$ cat config.mk
export PLATFORM = sky130hd
export DESIGN_NAME = otpg_top
export DESIGN_NICKNAME = d
export VERILOG_FILES = /design/src/logic/otpg_pkg.sv /design/src/logic/otpg_ramp.sv /design/src/logic/otpg_top.sv
export SDC_FILE = /design/constraint.sdc
export NUM_CORES = 1
export LEC_CHECK = 0
export ABC_AREA = 1
export ABC_CLOCK_PERIOD_IN_PS = 4830
export BUFFER_PORTS_ARGS = -buffer_cell sky130_fd_sc_hd__buf_2
export CAP_MARGIN = 40
export CORE_UTILIZATION = 40
export CTS_BUF_LIST = sky130_fd_sc_hd__clkbuf_2 sky130_fd_sc_hd__clkbuf_4 sky130_fd_sc_hd__clkbuf_8
export CTS_CLUSTER_DIAMETER = 30
export DETAILED_ROUTE_END_ITERATION = 8
export GPL_ROUTABILITY_DRIVEN = 0
export PLACE_DENSITY_LB_ADDON = 0.12
export REMOVE_ABC_BUFFERS = 1
export SYNTH_ARGS = -nofsm -noshare
export SYNTH_HDL_FRONTEND = slang
export SYNTH_HIERARCHICAL = 1
export SYNTH_SLANG_ARGS = --single-unit
$ cat constraint.sdc
create_clock -name clk_in -period 4.83 [get_ports clk_in]
set_clock_uncertainty 0.05 [all_clocks]
set_input_delay 0.7245 -clock clk_in [delete_from_list [all_inputs] [get_ports clk_in]]
set_output_delay 0.7245 -clock clk_in [all_outputs]
set_load 0.01 [all_outputs]
$ cat src/logic/otpg_pkg.sv
package otpg_pkg;
  localparam int          CODE_W      = 10;
  localparam int          CNT_W       = 16;
  localparam int          START_OFFS  = 6;
  localparam logic [9:0]  CODE_MAX    = 10'h3FF;
  localparam logic [9:0]  BASE_RST    = 10'h000;
  localparam logic [9:0]  PITCH_RST   = 10'h001;
  localparam logic [9:0]  STEP_RST    = 10'h001;
  localparam logic [15:0] WIN_ST_RST  = 16'h0000;
  localparam logic [15:0] WIN_WID_RST = 16'h0000;
  localparam logic [7:0]  LDLY_RST    = 8'h00;
  localparam logic [1:0]  KIND_FIXED  = 2'h0;
  localparam logic [1:0]  KIND_HORIZ  = 2'h1;
  localparam logic [1:0]  KIND_VERT   = 2'h2;
  localparam logic [1:0]  KIND_LATT   = 2'h3;
  localparam logic [1:0]  SEL_ALL     = 2'h0;
  localparam logic [1:0]  SEL_RED     = 2'h1;
  localparam logic [1:0]  SEL_GREEN   = 2'h2;
  localparam logic [1:0]  SEL_BLUE    = 2'h3;
  // register offsets (byte addresses, one word each)
  localparam logic [5:0]  OFS_CTRL    = 6'h00;
  localparam logic [5:0]  OFS_BASE    = 6'h04;
  localparam logic [5:0]  OFS_PITCH   = 6'h08;
  localparam logic [5:0]  OFS_STEP    = 6'h0C;
  localparam logic [5:0]  OFS_WIN_ST  = 6'h10;
  localparam logic [5:0]  OFS_WIN_WID = 6'h14;
  localparam logic [5:0]  OFS_LDLY    = 6'h18;
  localparam logic [5:0]  OFS_STATUS  = 6'h1C;
  // ctrl field positions
  localparam int          CTRL_EN_BIT = 0;
  localparam int          CTRL_KIND_LO = 4;
  localparam int          CTRL_SEL_LO = 8;
endpackage

$ cat src/logic/otpg_ramp.sv
`timescale 1ns/1ns
// one ramp channel: a code that starts at base, adds step per pitch tick, wraps past max
module otpg_ramp
(
  input  wire logic       clk_in,
  input  wire logic       rstn_in,
  input  wire logic       clear_in,
  input  wire logic       tick_in,
  input  wire logic [9:0] base_in,
  input  wire logic [9:0] step_in,
  output logic      [9:0] code_out
);
  typedef struct packed {
    logic [9:0] code;
  } otpg_ramp_s;

  otpg_ramp_s st_r;
  otpg_ramp_s st_nxt;
  logic [10:0] sum;

  always_comb
  begin
    st_nxt = st_r;
    sum    = {1'b0, st_r.code} + {1'b0, step_in};
    if (clear_in)
      st_nxt.code = base_in;
    else if (tick_in)
    begin
      // overflow beyond the 10-bit range restarts the ramp at base
      if (sum > {1'b0, otpg_pkg::CODE_MAX})
        st_nxt.code = base_in;
      else
        st_nxt.code = sum[9:0];
    end
  end

  always_ff @(posedge clk_in)
  begin
    if (!rstn_in)
      st_r <= '{code: otpg_pkg::BASE_RST};
    else
      st_r <= st_nxt;
  end

  assign code_out = st_r.code;

  ramp_wrap_a: assert property (@(posedge clk_in) disable iff (!rstn_in)
    (!clear_in && tick_in && ({1'b0, code_out} + {1'b0, step_in}) > 11'h3FF) |=> code_out == $past(base_in))
    else $error("ramp did not wrap to base");
endmodule // otpg_ramp

$ cat src/logic/otpg_top.sv
// Our own choices: the Avalon-MM register port and the register offsets.
`timescale 1ns/1ns
module otpg_top
(
  input  wire logic        clk_in,
  input  wire logic        rstn_in,
  // avalon-mm slave
  input  wire logic [5:0]  avs_address_in,
  input  wire logic        avs_read_in,
  input  wire logic        avs_write_in,
  input  wire logic [31:0] avs_writedata_in,
  input  wire logic [3:0]  avs_byteenable_in,
  output logic      [31:0] avs_readdata_out,
  output logic             avs_waitrequest_out,
  // pixel stream
  input  wire logic        line_clamp_input_in,
  input  wire logic [9:0]  conv_red_in,
  input  wire logic [9:0]  conv_green_in,
  input  wire logic [9:0]  conv_blue_in,
  output logic      [9:0]  pix_red_out,
  output logic      [9:0]  pix_green_out,
  output logic      [9:0]  pix_blue_out,
  output logic             pix_valid_out
);
  // ----------------------------------------------------------------
  // state
  // ----------------------------------------------------------------
  typedef enum logic [1:0] {
    OTPG_BUS_IDLE = 2'b00,
    OTPG_BUS_ACK  = 2'b01
  } otpg_bus_e;

  typedef struct packed {
    otpg_bus_e   bus;
    logic [31:0] rdata;
    logic        en;
    logic [1:0]  kind;
    logic [1:0]  sel;
    logic [9:0]  base;
    logic [9:0]  pitch;
    logic [9:0]  step;
    logic [15:0] win_st;
    logic [15:0] win_wid;
    logic [7:0]  ldly;
    logic        clp_s1;
    logic        clp_s2;
    logic        clp_s3;
    logic [15:0] pix_cnt;
    logic [9:0]  hp_cnt;
    logic [9:0]  vl_cnt;
    logic        first_line;
    logic [9:0]  lat_lcnt;
    logic [9:0]  lat_pcnt;
    logic [9:0]  line_cnt;
    logic        started;
    logic [2:0]  col_on;
    logic [7:0]  dly_cnt;
    logic [9:0]  red;
    logic [9:0]  green;
    logic [9:0]  blue;
    logic        valid;
  } otpg_state_s;

  otpg_state_s st_r;
  otpg_state_s st_nxt;

  logic        clp_rise;
  logic        win_now;
  logic        h_clear;
  logic        h_tick;
  logic        v_clear;
  logic        v_tick;
  logic [9:0]  h_code;
  logic [9:0]  v_code;
  logic [9:0]  pat;
  logic [16:0] win_open;
  logic [16:0] win_close;
  logic [16:0] pix_ext;

  // ----------------------------------------------------------------
  // ramp channels
  // ----------------------------------------------------------------
  otpg_ramp u_hramp
  (
    .clk_in   (clk_in),
    .rstn_in  (rstn_in),
    .clear_in (h_clear),
    .tick_in  (h_tick),
    .base_in  (st_r.base),
    .step_in  (st_r.step),
    .code_out (h_code)
  );

  otpg_ramp u_vramp
  (
    .clk_in   (clk_in),
    .rstn_in  (rstn_in),
    .clear_in (v_clear),
    .tick_in  (v_tick),
    .base_in  (st_r.base),
    .step_in  (st_r.step),
    .code_out (v_code)
  );

  function automatic logic [9:0] otpg_colour(input logic [1:0] sel, input logic [1:0] me,
                                              input logic on, input logic [9:0] p, input logic [9:0] conv);
    if (!on)
      otpg_colour = conv;
    else if (sel == otpg_pkg::SEL_ALL || sel == me)
      otpg_colour = p;
    else
      otpg_colour = otpg_pkg::CODE_MAX;
  endfunction

  // ----------------------------------------------------------------
  // window and pitch timing
  // ----------------------------------------------------------------
  always_comb
  begin
    clp_rise  = st_r.clp_s2 && !st_r.clp_s3;
    win_open  = {1'b0, st_r.win_st} + 17'(otpg_pkg::START_OFFS);
    win_close = win_open + {1'b0, st_r.win_wid};
    pix_ext   = {1'b0, st_r.pix_cnt};
    win_now   = (pix_ext >= win_open) && (pix_ext < win_close) && !clp_rise;
    // horizontal ramp restarts each line, identical sequence every line
    h_clear   = !st_r.en || clp_rise;
    h_tick    = win_now && (st_r.hp_cnt == st_r.pitch - 10'h001);
    v_clear   = !st_r.en;
    // first pitch lines hold base, then one step per pitch lines
    v_tick    = clp_rise && !st_r.first_line && (st_r.vl_cnt == st_r.pitch - 10'h001);
  end

  // ----------------------------------------------------------------
  // next state
  // ----------------------------------------------------------------
  always_comb
  begin
    st_nxt = st_r;
    pat    = st_r.base;

    // bus slave: one wait cycle, answer on second edge
    case (st_r.bus)
      OTPG_BUS_IDLE:
      begin
        if (avs_read_in || avs_write_in)
        begin
          st_nxt.bus   = OTPG_BUS_ACK;
          st_nxt.rdata = 32'h0000_0000;
          if (avs_write_in)
          begin
            if (avs_address_in == otpg_pkg::OFS_CTRL)
            begin
              if (avs_byteenable_in[0])
                st_nxt.en = avs_writedata_in[otpg_pkg::CTRL_EN_BIT];
              if (avs_byteenable_in[0])
                st_nxt.kind = avs_writedata_in[otpg_pkg::CTRL_KIND_LO +: 2];
              if (avs_byteenable_in[1])
                st_nxt.sel = avs_writedata_in[otpg_pkg::CTRL_SEL_LO +: 2];
            end
            else if (avs_address_in == otpg_pkg::OFS_BASE && avs_byteenable_in[1:0] == 2'h3)
              st_nxt.base = avs_writedata_in[9:0];
            else if (avs_address_in == otpg_pkg::OFS_PITCH && avs_byteenable_in[1:0] == 2'h3)
              // zero pitch would make the pitch counters wrap only at 1024; treat it as one
              st_nxt.pitch = (avs_writedata_in[9:0] == 10'h000) ? 10'h001 : avs_writedata_in[9:0];
            else if (avs_address_in == otpg_pkg::OFS_STEP && avs_byteenable_in[1:0] == 2'h3)
              st_nxt.step = avs_writedata_in[9:0];
            else if (avs_address_in == otpg_pkg::OFS_WIN_ST && avs_byteenable_in[1:0] == 2'h3)
              st_nxt.win_st = avs_writedata_in[15:0];
            else if (avs_address_in == otpg_pkg::OFS_WIN_WID && avs_byteenable_in[1:0] == 2'h3)
              st_nxt.win_wid = avs_writedata_in[15:0];
            else if (avs_address_in == otpg_pkg::OFS_LDLY && avs_byteenable_in[0])
              st_nxt.ldly = avs_writedata_in[7:0];
          end
          else
          begin
            if (avs_address_in == otpg_pkg::OFS_CTRL)
              st_nxt.rdata = {22'h0, st_r.sel, 2'h0, st_r.kind, 3'h0, st_r.en};
            else if (avs_address_in == otpg_pkg::OFS_BASE)
              st_nxt.rdata = {22'h0, st_r.base};
            else if (avs_address_in == otpg_pkg::OFS_PITCH)
              st_nxt.rdata = {22'h0, st_r.pitch};
            else if (avs_address_in == otpg_pkg::OFS_STEP)
              st_nxt.rdata = {22'h0, st_r.step};
            else if (avs_address_in == otpg_pkg::OFS_WIN_ST)
              st_nxt.rdata = {16'h0, st_r.win_st};
            else if (avs_address_in == otpg_pkg::OFS_WIN_WID)
              st_nxt.rdata = {16'h0, st_r.win_wid};
            else if (avs_address_in == otpg_pkg::OFS_LDLY)
              st_nxt.rdata = {24'h0, st_r.ldly};
            else if (avs_address_in == otpg_pkg::OFS_STATUS)
              st_nxt.rdata = {9'h0, st_r.col_on, st_r.started, 9'h0, st_r.line_cnt};
          end
        end
      end
      OTPG_BUS_ACK:
        st_nxt.bus = OTPG_BUS_IDLE;
      default:
        st_nxt.bus = OTPG_BUS_IDLE;
    endcase

    // clamp synchroniser
    st_nxt.clp_s1 = line_clamp_input_in;
    st_nxt.clp_s2 = st_r.clp_s1;
    st_nxt.clp_s3 = st_r.clp_s2;

    // pixel position counts from the clamp edge
    if (clp_rise)
      st_nxt.pix_cnt = 16'h0001;
    else if (st_r.pix_cnt != 16'hFFFF)
      st_nxt.pix_cnt = st_r.pix_cnt + 16'h0001;

    if (!st_r.en)
    begin
      // pattern state held at its start condition
      st_nxt.hp_cnt     = 10'h000;
      st_nxt.vl_cnt     = 10'h000;
      st_nxt.first_line = 1'b1;
      st_nxt.lat_lcnt   = 10'h000;
      st_nxt.lat_pcnt   = 10'h000;
      st_nxt.line_cnt   = 10'h000;
      st_nxt.started    = 1'b0;
      st_nxt.col_on     = 3'b000;
      st_nxt.dly_cnt    = 8'h00;
    end
    else
    begin
      if (clp_rise)
      begin
        st_nxt.hp_cnt   = 10'h000;
        st_nxt.lat_pcnt = 10'h000;
        st_nxt.line_cnt = st_r.line_cnt + 10'h001;
        if (st_r.first_line)
        begin
          st_nxt.first_line = 1'b0;
          st_nxt.vl_cnt     = 10'h000;
          st_nxt.lat_lcnt   = 10'h000;
        end
        else
        begin
          st_nxt.vl_cnt   = (st_r.vl_cnt == st_r.pitch - 10'h001) ? 10'h000 : st_r.vl_cnt + 10'h001;
          st_nxt.lat_lcnt = (st_r.lat_lcnt == st_r.pitch - 10'h001) ? 10'h000 : st_r.lat_lcnt + 10'h001;
        end
        // staggered colour start, only on the first start of a run
        if (!st_r.started)
        begin
          st_nxt.started = 1'b1;
          st_nxt.dly_cnt = 8'h00;
          st_nxt.col_on  = (st_r.ldly == 8'h00) ? 3'b111 : 3'b001;
        end
        else if (st_r.col_on != 3'b111)
        begin
          if (st_r.dly_cnt == st_r.ldly - 8'h01)
          begin
            st_nxt.dly_cnt = 8'h00;
            st_nxt.col_on  = {st_r.col_on[1:0], 1'b1};
          end
          else
            st_nxt.dly_cnt = st_r.dly_cnt + 8'h01;
        end
      end
      else if (win_now)
      begin
        st_nxt.hp_cnt   = (st_r.hp_cnt == st_r.pitch - 10'h001) ? 10'h000 : st_r.hp_cnt + 10'h001;
        st_nxt.lat_pcnt = (st_r.lat_pcnt == st_r.pitch - 10'h001) ? 10'h000 : st_r.lat_pcnt + 10'h001;
      end
    end

    // pattern select
    case (st_r.kind)
      otpg_pkg::KIND_FIXED: pat = st_r.base;
      otpg_pkg::KIND_HORIZ: pat = h_code;
      otpg_pkg::KIND_VERT:  pat = v_code;
      otpg_pkg::KIND_LATT:
        // full step line at the pitch line, else one step pixel per pitch pixels
        pat = (st_r.lat_lcnt == 10'h000 || st_r.lat_pcnt == 10'h000) ? st_r.step : st_r.base;
      default: pat = st_r.base;
    endcase

    // outputs: pattern only on started colours inside the window
    st_nxt.valid = win_now;
    st_nxt.red   = otpg_colour(st_r.sel, otpg_pkg::SEL_RED,   st_r.en && win_now && st_r.col_on[0],
                               pat, conv_red_in);
    st_nxt.green = otpg_colour(st_r.sel, otpg_pkg::SEL_GREEN, st_r.en && win_now && st_r.col_on[1],
                               pat, conv_green_in);
    st_nxt.blue  = otpg_colour(st_r.sel, otpg_pkg::SEL_BLUE,  st_r.en && win_now && st_r.col_on[2],
                               pat, conv_blue_in);
  end

  // ----------------------------------------------------------------
  // registers
  // ----------------------------------------------------------------
  always_ff @(posedge clk_in)
  begin
    if (!rstn_in)
    begin
      st_r            <= '0;
      st_r.bus        <= OTPG_BUS_IDLE;
      st_r.base       <= otpg_pkg::BASE_RST;
      st_r.pitch      <= otpg_pkg::PITCH_RST;
      st_r.step       <= otpg_pkg::STEP_RST;
      st_r.win_st     <= otpg_pkg::WIN_ST_RST;
      st_r.win_wid    <= otpg_pkg::WIN_WID_RST;
      st_r.ldly       <= otpg_pkg::LDLY_RST;
      st_r.first_line <= 1'b1;
    end
    else
      st_r <= st_nxt;
  end

  always_comb
  begin
    avs_readdata_out    = st_r.rdata;
    avs_waitrequest_out = (st_r.bus == OTPG_BUS_IDLE);
    pix_red_out         = st_r.red;
    pix_green_out       = st_r.green;
    pix_blue_out        = st_r.blue;
    pix_valid_out       = st_r.valid;
  end

  // ----------------------------------------------------------------
  // checks
  // ----------------------------------------------------------------
  win_start_a: assert property (@(posedge clk_in) disable iff (!rstn_in)
    (clp_rise && st_r.win_wid != 16'h0 && st_r.win_st == 16'h0) |-> ##6 win_now)
    else $error("window did not open six pixels after clamp");
  win_stop_a: assert property (@(posedge clk_in) disable iff (!rstn_in)
    (win_now && !clp_rise && pix_ext == win_close - 17'h1) |=> !win_now)
    else $error("window outlasted width");
  sw_hold_a: assert property (@(posedge clk_in) disable iff (!rstn_in)
    (st_r.en && !avs_write_in) |=> st_r.en)
    else $error("enable dropped without a write");
  fix_lvl_a: assert property (@(posedge clk_in) disable iff (!rstn_in)
    (st_r.en && win_now && st_r.kind == 2'h0 && st_r.sel == 2'h0 && st_r.col_on[0]) |=> pix_red_out == $past(st_r.base))
    else $error("fixed level wrong");
  unsel_max_a: assert property (@(posedge clk_in) disable iff (!rstn_in)
    (st_r.en && win_now && st_r.sel == 2'h1 && st_r.col_on[1]) |=> pix_green_out == 10'h3FF)
    else $error("unselected colour not at max");
  pass_thru_a: assert property (@(posedge clk_in) disable iff (!rstn_in)
    (!st_r.en) |=> pix_blue_out == $past(conv_blue_in))
    else $error("converter data not passed");
  lat_line_a: assert property (@(posedge clk_in) disable iff (!rstn_in)
    (st_r.en && win_now && st_r.kind == 2'h3 && st_r.sel == 2'h0 && st_r.col_on[0] && st_r.lat_lcnt == 10'h0)
    |=> pix_red_out == $past(st_r.step))
    else $error("lattice step line wrong");
  col_order_a: assert property (@(posedge clk_in) disable iff (!rstn_in)
    (!st_r.col_on[2] || st_r.col_on[1]) && (!st_r.col_on[1] || st_r.col_on[0]))
    else $error("colour start order broken");
  bus_ack_a: assert property (@(posedge clk_in) disable iff (!rstn_in)
    (st_r.bus == OTPG_BUS_IDLE && (avs_read_in || avs_write_in)) |=> !avs_waitrequest_out ##1 avs_waitrequest_out)
    else $error("bus answer timing wrong");
endmodule // otpg_top

### After elaboration in Yosys (flattened, before gate mapping)

Index checks and enable logic that the tools add are counted.

| word-level totals | value |
|---|---|
| memories kept | 0 |
| output and inout bits | 64 |
| register bits after elaboration | 241 |
| memory bits (writable) | 0 |
| logic and storage cells | 168 |
| bits of input ports | 77 |
| ROM bits | 0 |
| latch bits | 0 |

| operators by class | value |
|---|---|
| equality and inequality tests | 24 |
| divide/modulo/power cells | 0 |
| reduce and logical (&&, ||, !) cells | 51 |
| multiply operators | 0 |
| order comparisons | 4 |
| bitwise operators | 8 |
| $add $sub $neg | 13 |
| shifts and indexed selects | 0 |
| mux-type cells | 37 |

Operators with widths:

| kind | count |
|---|---|
| $mux W32 | 8 |
| $mux W10 | 20 |
| $add A10 B1 Y10 const B | 5 |
| $eq A10 B10 Y1 | 4 |
| $pmux W10 S4 | 1 |
| $logic_not A10 Y1 | 3 |
| $eq A6 B5 Y1 const B | 4 |
| $mux W23 | 1 |
| $add A10 B10 Y11 | 2 |
| $gt A11 B10 Y1 const B | 2 |
| $mux W11 | 2 |
| $add A16 B3 Y17 const B | 1 |
| $add A17 B16 Y17 | 1 |
| $ge A16 B17 Y1 | 1 |
| $lt A16 B17 Y1 | 1 |
| $add A16 B1 Y16 const B | 1 |
| $logic_and A1 B1 Y1 | 16 |
| $ne A16 B16 Y1 const B | 1 |
| $reduce_and A5 Y1 | 3 |
| $eq A6 B4 Y1 const B | 2 |
| $eq A2 B2 Y1 const B | 5 |
| $reduce_and A10 Y1 | 1 |
| $sub A10 B1 Y10 const B | 1 |
| $reduce_and A9 Y1 | 1 |
| 24 further kinds | 50 |

### Longest topological paths before layout

Gate-level depths: netlist (run 1).

| depth | value |
|---|---|
| depth after elaboration | 10 |
| depth in mapped cells | 41 |
| mapped depth without buffers | 40 |

### Cells and area by module

Netlist (run 1), hierarchy kept.

By module, submodules not included:

| module | instances | cells each | area an instance (um^2) | seq. area each (um^2) |
|---|---|---|---|---|
| otpg_top | 1 | 1897 | 13237.7 | 4184.0 |
| otpg_ramp | 2 | 157 | 1071.0 | 200.2 |

### Least setup slack after synthesis (run 1)

OpenSTA, ideal clock, no wires.

| timing path | value |
|---|---|
| kind | reg-to-reg |
| from | reg st_r[138] (netlist bit) |
| to | reg u_hramp.st_r, in the netlist u_hramp/code_out[5] |
| clock period less this slack | 4794 ps |
| required time | 4663 ps |
| arrival time | 4626 ps |
| slack | 36 ps |
| setup time | 117 ps |
| buffers on the path | 2 |
| cell stages (with the launch flop) | 42 |
| path through | dfxtp_1 -> inv_1 -> ha_1 -> nor3_2 -> inv_2 -> nor2_1 -> inv_1 -> nor2_1 -> nand2_1 -> nor2_1 -> inv_1 -> nor2_2 -> inv_2 -> nor2_2 -> inv_2 -> nand2_1 -> inv_1 -> ha_1 -> [... 6 more ...] -> nand2_1 -> nor2_1 -> a211oi_1 -> nand2_1 -> nand2_1 -> nand2_1 -> nand2_1 -> nand2_1 -> nand2_2 -> nand3_4 -> buf_6 -> nor2_1 -> nor2_4 -> inv_2 -> clkbuf_1 -> nand2_1 -> nor2_1 -> nor2_1 |

| between the ends | value |
|---|---|
| cells in the longest elaborated chain, start to end | 7 |
| elaborated cells between the ends (all ways) | 8 |
| those cells by class | add/sub (2); order compare (2); reduce/logical (4) |

Ends and longest elaborated chain:

| item | line | text |
|---|---|---|
| from (decl) | otpg_top.sv:64 | `otpg_state_s st_r;` |
| from (signal assigned) | otpg_top.sv:307 | `st_r <= st_nxt;` |
| $add A16 B3 Y17 (*) | otpg_top.sv:121 | `win_open = {1'b0, st_r.win_st} + 17'(otpg_pkg::START_OFFS);` |
| $add A17 B16 Y17 | otpg_top.sv:122 | `win_close = win_open + {1'b0, st_r.win_wid};` |
| $lt A16 B17 Y1 | otpg_top.sv:124 | `win_now = (pix_ext >= win_open) && (pix_ext < win_close) && !clp_rise;` |
| $logic_and A1 B1 Y1 (*) (2 in series) | otpg_top.sv:124 |  |
| $logic_and A1 B1 Y1 (*) | otpg_top.sv:127 | `h_tick = win_now && (st_r.hp_cnt == st_r.pitch - 10'h001);` |
| net h_tick | otpg_top.sv:70 | `logic h_tick;` |
| $reduce_bool A2 Y1 (no line) (*) | n/a |  |
| to (signal assigned) | otpg_ramp.sv:40 | `st_r <= '{code: otpg_pkg::BASE_RST};` |
| to (signal assigned) | otpg_ramp.sv:42 | `st_r <= st_nxt;` |
| to (decl) | otpg_ramp.sv:17 | `otpg_ramp_s st_r;` |

The timed path passes the listed nets; every way through them passes the cells marked *.
A chain may end at the register's enable or synchronous reset.

### Worst setup path in the final report (run 1)

| timing path | value |
|---|---|
| from | reg st_r[139] (netlist bit) |
| to | reg u_hramp.st_r, in the netlist u_hramp/code_out[9] |

The elaborated chain is that of the path after synthesis.

==> impl_metrics.py, run 1 <==
metrics = {
    "power": {
        "clkPwrFrac_pct": 59.8,
        "comb_power_share_pct": 4.4,
        "powerDensity_nw_per_um2": 301,
        "irDropWorstVdd_mv": 0.265,
        "p_switching_w": 0.00128,
        "swShare_pct": 23.8,
        "seqPwrFrac_pct": 35.8,
        "intPower_w": 0.00408,
        "cellLeakagePower_nw": 7.66,
    },
    "logic_synthesis": {
        "yosys_warnings": 6,
        "async_reset_ff_share_pct": 0,
        "synth_ff_type": "dfxtp_1",
        "synth-seq-cells": 229,
        "yosysTopAreaCellShare_pct": 29.8,
        "synth.cell_area_um2": 15400,
        "synth-edff-count": 0,
        "yosysTopAreaCell": "dfxtp_1",
        "synthCells": 2211,
        "ys_top_cells_by_area": "dfxtp_1, nand2_1, ha_1",
        "syn_avg_cell_area_um2": 6.96,
        "yosysSeqAreaShare_pct": 29.8,
        "synth_cell_types": 63,
    },
    "clock_network": {
        "clk_latency_ns": 0.61,
        "path_clk_slew_ns": 0.06,
        "cts.sinks": 229,
        "root_buffer": "clkbuf_8",
        "cts_buffers": 68,
        "cts.htree.levels": 3,
        "cts_hold_buffers": 0,
        "tritoncts": "built",
        "cts.path.max_buffers": 3,
    },
    "sta": {
        "fmax_mhz": 222,
        "drv_slew": 0,
        "final-setup-viol-count": 0,
        "whs_ns": 0.271,
        "timing.final.crit_share_pct": 93.4,
        "slew_headroom_pct": 46.2,
        "hold_viol": 0,
        "tightest_slew_ns": 0.800,
        "period_needed_ns": 4.51,
        "grt_setup_unrepaired": "true",
    },
    "worst_setup_path": {
        "end_kind": "flop",
        "rrSetupSlack_ns": 0.32,
        "rr_endpoint": "u_hramp/code_out[9]$_SDFFE_PN0P_",
        "crit_buf_inv": 9,
        "timing.critical_path.max_delay_family": "simple AND/OR/NAND/NOR gates",
        "critPathLaunch": "st_r[139]$_SDFFE_PN0P_",
        "reg2reg_depth": 40,
        "arrival_ns": 4.98,
        "cp_max_fo": 7,
        "worst-setup-path-type": "flop to flop",
        "cp_common_cell": "inv_2",
        "start_kind": "flop",
        "r2r-start": "st_r[139]$_SDFFE_PN0P_",
        "slowest_delay_ns": 0.33,
        "cp.required_ns": 5.30,
        "crit_slowest_cell": "dfxtp_2",
    },
    "route": {
        "drt-total-wl_um": 48400,
        "via_per_inst": 5.22,
        "routedWlPerCell_um": 16.9,
        "vias": 15000,
        "antenna_left": 0,
        "drc_errors": 0,
        "drtIter0Drc": 978,
        "firstDrtPassIters": 5,
    },
    "global_route": {
        "antenna_found_initial": 3,
        "grtUsageTotal_pct": 24.7,
        "grt_pass1_wl_um": 75300,
        "grt-ovfl-total": 0,
        "grt_max_degree": 63,
        "first_global_vias": 13900,
    },
    "min_path": {
        "min_from": "line_clamp_input_in",
        "hold_depth": 3,
        "min_to": "st_nxt[111]$_SDFF_PN0_",
        "hp-class": "input port to flop",
    },
    "finish": {
        "drive_gt1_share_pct": 17.2,
        "nFillCells": 3863,
        "fin_nets": 2466,
        "final_util_pct": 47.2,
        "syn2layout_area_growth_pct": 15.8,
    },
    "floorplan": {
        "die_w_um": 198,
        "pin_count": 141,
        "dieArea_um2": 39200,
        "rows": 71,
        "core_region_area_um2": 37800,
        "die_h_um": 198,
        "start_util_pct": 40.7,
    },
    "outcome": {
        "outcome": "completed",
    },
    "placed_design": {
        "port_buffers": 110,
        "hpwl_um": 36100,
    },
    "flow_run": {
        "drv_cap": 0,
    },
}
[metrics by stage]
step / cell area [um^2] / total power [W] / cells / TNS [ns] / setup slack [ns]
finish: 17800 / 0.00536 / 2868 / 0 / 0.319
detailed placement: 16000 / 0.00219 / 2735 / 0 / 0.0456
global placement: 15900 / 0.00219 / 2731 / 0 / 0.0891
CTS: 17600 / 0.00543 / 2856 / 0 / 0.0385
floorplan: 14600 / 0.00207 / 2094 / 0 / 0.0373
global route: 17800 / 0.00554 / 2868 / -0.301 / -0.0612
[cell type report]
class / count / area, um^2 / area share [%]
flip-flops and latches: 229 / 4590 / 25.8
repair inverters: 1 / 5.00 / 0.0281
clock buffers: 89 / 1190 / 6.70
repair buffers: 138 / 803 / 4.51
inverters: 272 / 1030 / 5.76
well taps: 511 / 639 / 3.59
diodes: 3 / 7.51 / 0.0422
clock inverters: 32 / 414 / 2.33
multi-input cells: 1593 / 9130 / 51.3
[power groups by stage]
stage | Sequential (W) | Clock [W] | Combinational, W
finish | 0.00192 | 0.00321 | 0.000234
global route | 0.00192 | 0.00336 | 0.000258
CTS | 0.00192 | 0.00327 | 0.000231
detailed placement | 0.00196 | 0 | 0.000230
global placement | 0.00196 | 0 | 0.000228
floorplan | 0.00196 | 0 | 0.000108
[cells by family (layout without fill, tap and decap cells)]
| group | Yosys count | in the layout | synth area share (%) |
|---|---|---|---|
| adders and majority gates | 86 | 86 | 7.14 |
| AOI/OAI and AO/OA | 447 | 447 | 17.0 |
| xor gates and xnor gates | 93 | 93 | 5.44 |
| DFF | 229 | 229 | 29.8 |
| other | 1 | 15 | 0.0244 |
| and+or+nand+nor | 955 | 955 | 28.6 |
| buffers and inverters | 400 | 532 | 12.0 |
[cell usage after synthesis (4+ instances only)]
cell type	instances
nand2_1	405
inv_1	255
nor2_1	250
dfxtp_1	229
a21oi_1	191
o21ai_0	123
nand3_1	84
ha_1	83
buf_4	72
nand4_1	65
xor2_1	64
nor3_1	54
clkbuf_1	33
xnor2_1	26
a211oi_1	22
a21oi_2	21
o22ai_1	18
nor4_1	17
inv_2	15
buf_2	14
nand2_2	14
o211ai_1	14
nor2_2	13
nor2_4	12
nand3_2	9
o21ai_1	9
o211ai_2	8
a221oi_1	7
or2_2	6
a21o_1	5
a31oi_1	5
nand3b_1	5
a22o_1	4
nor3b_1	4
o2111ai_1	4
[how the worst max path moves through the flow]
stage | cells after the start | end | slack [ns]
floorplan | 34 | st_r[85]$_SDFFE_PP0P_ | 0.04
global placement | 40 | u_hramp/code_out[5]$_SDFFE_PN0P_ | 0.09
detailed placement | 39 | u_hramp/code_out[8]$_SDFFE_PN0P_ | 0.05
CTS | 40 | u_hramp/code_out[9]$_SDFFE_PN0P_ | 0.04
global route | 39 | u_hramp/code_out[9]$_SDFFE_PN0P_ | -0.06
finish | 40 | u_hramp/code_out[9]$_SDFFE_PN0P_ | 0.32
[tightest hold or removal path: stages]
cell and delay, ns:
buf_2 0.08, nand2_1 0.04, inv_1 0.04
[placed cells by master (no fill, tap or decap), types with 10 or more instances in the layout]
cell type / n
buf_2: 110
o22ai_1: 18
o21ai_0: 122
clkbuf_8: 84
clkinv_2: 15
nor2_2: 15
buf_4: 22
a21oi_2: 20
nand2_1: 400
nor2_1: 245
dfxtp_1: 226
nor3_1: 54
o211ai_1: 14
conb_1: 12
o21ai_1: 10
a21oi_1: 190
nand2_2: 18
nand4_1: 65
inv_2: 19
xor2_1: 62
inv_1: 250
nand3_1: 84
ha_1: 80
xnor2_1: 26
nor2_4: 15
nor4_1: 17
a211oi_1: 21
[flip-flops by register name, indices dropped and copies added, names as in the netlist, 10 cells and up]
register and count:
pix_blue_out 10, pix_green_out 10, pix_red_out 10, pix_ext 16
avs_readdata_out 20, u_vramp/code_out 10, u_hramp/code_out 10, st_r 140
[what timing repair did]
item / in CTS / in global routing
buffers inserted: 0 / 8
pin swaps: 0 / 16
gates cloned: 0 / 1
setup endpoints to repair: 3 / 61
resized for setup: 1 / 38
hold endpoints to repair: 0 / 0
[per-layer routing]
layer	global-route usage, %	routed length (um)
met4	9.62	1390
met2	40.0	22300
met5	0	0
met3	4.19	2580
met1	32.7	22100
Note: power is estimated with default switching activity, not from simulation.
==> run 2, diff against run 1 <==
- CELL_PAD_IN_SITES_DETAIL_PLACEMENT: default -> 1
- CELL_PAD_IN_SITES_GLOBAL_PLACEMENT: default -> 1
- GPL_ROUTABILITY_DRIVEN: 0 -> default
==> impl_metrics.py, run 2 (synthesis results as in run 1) <==
metrics = {
    "power": {
        "powerDensity_nw_per_um2": 299,
        "irDropWorstVdd_mv": 0.157,
        "cellLeakagePower_nw": 7.68,
    },
    "sta": {
        "timing.final.crit_share_pct": 95.4,
        "fmax_mhz": 217,
        "hold_viol": 0,
        "tightest_slew_ns": 0.786,
        "whs_ns": 0.247,
        "period_needed_ns": 4.61,
        "final-setup-viol-count": 0,
        "slew_headroom_pct": 47.4,
        "drv_slew": 0,
    },
    "global_route": {
        "grt-ovfl-total": 0,
        "busiest_layer": "met2",
        "antenna_found_initial": 3,
        "grt_pass1_wl_um": 83900,
        "grt_max_degree": 68,
        "gr-usage-met1_pct": 35.5,
        "grtUsageMet3_pct": 4.14,
        "grt_use_met2_pct": 45.3,
        "grtUsageTotal_pct": 27.4,
        "first_global_vias": 15700,
    },
    "finish": {
        "ff_latch_area_um2": 4590,
        "design_area_um2": 17900,
        "nFillCells": 4929,
        "regMostFlops": "st_r",
        "final_cell_mix": "nand2_1, inv_1, nor2_1",
        "syn2layout_area_growth_pct": 16.2,
        "multi_input_area_um2": 9140,
        "largest_reg_flops": 140,
        "final_common_cell": "nand2_1",
        "fin_nets": 2472,
        "final_util_pct": 47.3,
        "drive_gt1_share_pct": 17.3,
    },
    "worst_setup_path": {
        "worst-setup-path-type": "flop to flop",
        "start_kind": "flop",
        "r2r-start": "st_r[139]$_SDFFE_PN0P_",
        "critPathLaunch": "st_r[139]$_SDFFE_PN0P_",
        "cp_max_fo": 5,
        "arrival_ns": 5.12,
        "crit_slowest_cell": "dfxtp_4",
        "end_kind": "flop",
        "slowest_delay_ns": 0.37,
        "cp.required_ns": 5.34,
    },
    "route": {
        "vias": 15300,
        "via_per_inst": 5.34,
        "firstDrtPassIters": 5,
        "antenna_left": 0,
        "drtIter0Drc": 804,
        "routedWlPerCell_um": 18.7,
        "drt-total-wl_um": 53600,
        "drc_errors": 0,
    },
    "clock_network": {
        "cts_buffers": 67,
        "clk_latency_ns": 0.62,
        "cts.sinks": 229,
        "cts.path.max_buffers": 3,
        "cts.htree.levels": 3,
        "root_buffer": "clkbuf_8",
        "cts_hold_buffers": 0,
        "tritoncts": "built",
        "path_clk_slew_ns": 0.06,
    },
    "floorplan": {
        "die_w_um": 198,
        "rows": 71,
        "dieArea_um2": 39200,
        "start_util_pct": 40.7,
        "die_h_um": 198,
        "core_region_area_um2": 37800,
        "pin_count": 141,
    },
    "placed_design": {
        "hpwl_um": 40100,
        "gp_congestion": 0.905,
        "postPlaceCellArea_um2": 16000,
        "port_buffers": 110,
    },
    "flow_run": {
        "drv_cap": 0,
    },
    "outcome": {
        "outcome": "completed",
    },
    "min_path": {
        "min_from": "line_clamp_input_in",
        "hp-class": "input port to flop",
    },
}
==> run 2: metal layers <==
layer  part of all wire (%)  vias up
met2                     47      320
met3                    3.8      112
li1                       -     7511
met4                    3.2        0
met5                      0        -
met1                     46     7398
==> run 2: final cells by class <==
| cell class | instances | share of cell area, % |
|---|---|---|
| Tap cell | 511 | 3.58 |
| Antenna cell | 3 | 0.0420 |
| Clock buffer | 94 | 6.89 |
| Inverter | 272 | 5.75 |
| Multi-Input combinational cell | 1595 | 51.1 |
| Sequential cell | 229 | 25.7 |
| Clock inverter | 24 | 1.92 |
| Timing Repair Buffer | 144 | 5.01 |
==> run 2: critical path, delay by kind of cell (launching register included) <==
family / cells / cell delay (ns)
XOR/XNOR: 1 / 0.17
AO/OA/AOI/OAI: 1 / 0.19
AND/OR/NAND/NOR: 24 / 2.27
adder cells (fa/ha/maj): 3 / 0.79
buffers and inverters: 9 / 0.68
flip-flops: 1 / 0.37
==> run 2: power by group <==
group,switching [W],leakage (nW),internal (W)
clock,0.00111,0.814,0.00207
combinational,0.000166,5.01,0.0000726
sequential,0.00000988,1.85,0.00191
total,0.00128,7.68,0.00406
==> run 2: path summary, 6_finish.rpt <==
path	end	slack (ns)	depth (start not counted)
worst max register to register	pix_red_out[6]$_SDFF_PN0_	0.22	38
worst min-delay path	st_nxt[111]$_SDFF_PN0_	0.25	3
worst max-delay path	pix_red_out[6]$_SDFF_PN0_	0.22	38
worst min register to register	st_nxt[110]$_SDFF_PN0_	0.36	2
==> run 2: timing repair <==
action	CTS	global route
pin swaps	2	21
gates cloned	0	3
endpoints found under the setup margin	10	61
gates resized for setup	4	41
buffers inserted	0	9
==> run 2: per-stage QoR <==
step           TNS [ns]  std cells  power (W)  worst slack [ns]
2_1_floorplan         0       2094    0.00207            0.0373
3_3_place_gp          0       2735    0.00219             0.109
3_5_place_dp     -0.725       2739    0.00219           -0.0838
4_1_cts               0       2857    0.00540           0.00454
5_1_grt           -3.62       2871    0.00552            -0.127
6_report              0       2872    0.00534             0.220
==> run 3, diff against run 2 <==
- CTS_BUF_LIST: sky130_fd_sc_hd__clkbuf_2 sky130_fd_sc_hd__clkbuf_4 sky130_fd_sc_hd__clkbuf_8 -> default
==> impl_metrics.py, run 3 (synthesis results as in run 1) <==
metrics = {
    "finish": {
        "design_area_um2": 18600,
        "regMostFlops": "st_r",
        "ff_latch_area_um2": 4590,
        "multi_input_area_um2": 9120,
        "drive_gt1_share_pct": 16.6,
        "final_common_cell": "nand2_1",
        "final_cell_mix": "nand2_1, inv_1, nor2_1",
        "fin_nets": 2465,
        "largest_reg_flops": 140,
        "syn2layout_area_growth_pct": 20.7,
        "final_util_pct": 49.2,
        "nFillCells": 4845,
        "fin_cells": 2866,
    },
    "worst_setup_path": {
        "cp_max_fo": 7,
        "rr_endpoint": "u_hramp/code_out[9]$_SDFFE_PN0P_",
        "slowest_delay_ns": 0.37,
        "crit_slowest_cell": "dfxtp_4",
        "timing.critical_path.max_delay_family": "simple AND/OR/NAND/NOR gates",
        "arrival_ns": 5.03,
        "cp_common_cell": "nand2_1",
        "rrSetupSlack_ns": 0.26,
        "end_kind": "flop",
        "crit_buf_inv": 9,
        "r2r-start": "st_r[139]$_SDFFE_PN0P_",
        "start_kind": "flop",
        "worst-setup-path-type": "flop to flop",
        "cp.required_ns": 5.28,
        "reg2reg_depth": 40,
    },
    "clock_network": {
        "cts.path.max_buffers": 3,
        "cts.htree.levels": 3,
        "tritoncts": "built",
        "clk_latency_ns": 0.58,
        "root_buffer": "clkbuf_16",
        "cts_buffers": 67,
        "cts.sinks": 229,
        "path_clk_slew_ns": 0.04,
    },
    "placed_design": {
        "place_inst": 2739,
        "port_buffers": 110,
        "gp_congestion": 0.905,
        "hpwl_um": 40100,
        "postPlaceCellArea_um2": 16000,
    },
    "global_route": {
        "grt-ovfl-total": 0,
        "grtUsageTotal_pct": 27.8,
        "grt_max_degree": 68,
        "grt_pass1_wl_um": 84900,
        "antenna_found_initial": 3,
        "first_global_vias": 15800,
    },
    "floorplan": {
        "dieArea_um2": 39200,
        "core_region_area_um2": 37800,
        "die_w_um": 198,
        "die_h_um": 198,
        "rows": 71,
        "start_util_pct": 40.7,
        "pin_count": 141,
    },
    "sta": {
        "slew_headroom_pct": 35.1,
        "drv_slew": 0,
        "timing.final.crit_share_pct": 94.7,
        "whs_ns": 0.300,
        "tightest_slew_ns": 0.964,
        "grt_setup_unrepaired": "true",
        "hold_viol": 0,
        "final-setup-viol-count": 0,
        "period_needed_ns": 4.57,
        "fmax_mhz": 219,
        "tns_ns": 0,
    },
    "route": {
        "drt-total-wl_um": 53900,
        "firstDrtPassIters": 5,
        "via_per_inst": 5.36,
        "vias": 15400,
        "antenna_left": 0,
        "routedWlPerCell_um": 18.8,
        "drtIter0Drc": 739,
        "drc_errors": 0,
    },
    "min_path": {
        "hold_depth": 3,
        "hp-class": "input port to flop",
        "min_from": "line_clamp_input_in",
        "min_to": "st_nxt[111]$_SDFF_PN0_",
    },
    "power": {
        "cellLeakagePower_nw": 7.99,
        "powerDensity_nw_per_um2": 363,
        "irDropWorstVdd_mv": 0.220,
    },
    "flow_run": {
        "drv_cap": 0,
    },
    "outcome": {
        "outcome": "completed",
    },
}
-- run 3: worst max-delay path by stage --
stage | end | slack, ns | from | cells past startpoint
after floorplan | st_r[85]$_SDFFE_PP0P_ | 0.04 | st_r[138]$_SDFFE_PN0P_ | 34
after global placement | u_hramp/code_out[5]$_SDFFE_PN0P_ | 0.11 | st_r[139]$_SDFFE_PN0P_ | 40
after detailed placement | u_hramp/code_out[0]$_SDFFE_PN0P_ | -0.08 | st_r[139]$_SDFFE_PN0P_ | 39
after CTS | u_hramp/code_out[9]$_SDFFE_PN0P_ | 0.0002 | st_r[139]$_SDFFE_PN0P_ | 40
after global routing | u_hramp/code_out[9]$_SDFFE_PN0P_ | -0.13 | st_r[139]$_SDFFE_PN0P_ | 40
final | u_hramp/code_out[9]$_SDFFE_PN0P_ | 0.26 | st_r[139]$_SDFFE_PN0P_ | 40
-- run 3: area by class of cell --
cell class / instances / area share (%)
Clock inverter: 24 / 1.95
Tap cell: 511 / 3.44
Antenna cell: 4 / 0.0539
Timing Repair Buffer: 139 / 4.50
Multi-Input combinational cell: 1593 / 49.1
Sequential cell: 229 / 24.7
Inverter: 272 / 5.54
Clock buffer: 94 / 10.7
-- run 3: report_power, final --
part | switching (W) | internal, W
logic | 0.000165 | 0.0000728
registers | 0.00000989 | 0.00192
clock network | 0.00131 | 0.00325
-- run 3: through the flow --
step | setup WS (ns) | total power (W)
floorplan | 0.0373 | 0.00207
global placement | 0.109 | 0.00219
detailed placement | -0.0838 | 0.00219
CTS | 0.000244 | 0.00679
global route | -0.128 | 0.00692
finish | 0.256 | 0.00673
-- run 3: timing repair --
| action | 4_1_cts | 5_1_grt |
|---|---|---|
| hold buffers | 0 | 0 |
| pin swaps | 2 | 17 |
| resized for setup | 4 | 37 |
| setup buffers | 0 | 6 |
| endpoints found under the setup margin | 10 | 61 |
-- run 3: worst min-delay path, stage by stage --
cell and delay (ns):
buf_2 0.07, nand2_1 0.04, inv_1 0.04
-- run 3: routing by layer --
metal	routed length (um)	vias up	global-route usage (%)
li1	-	7497	-
met1	23800	7402	35.3
met2	25400	336	46.0
met3	2720	123	4.84
met4	1900	0	11.8
met5	0	-	0
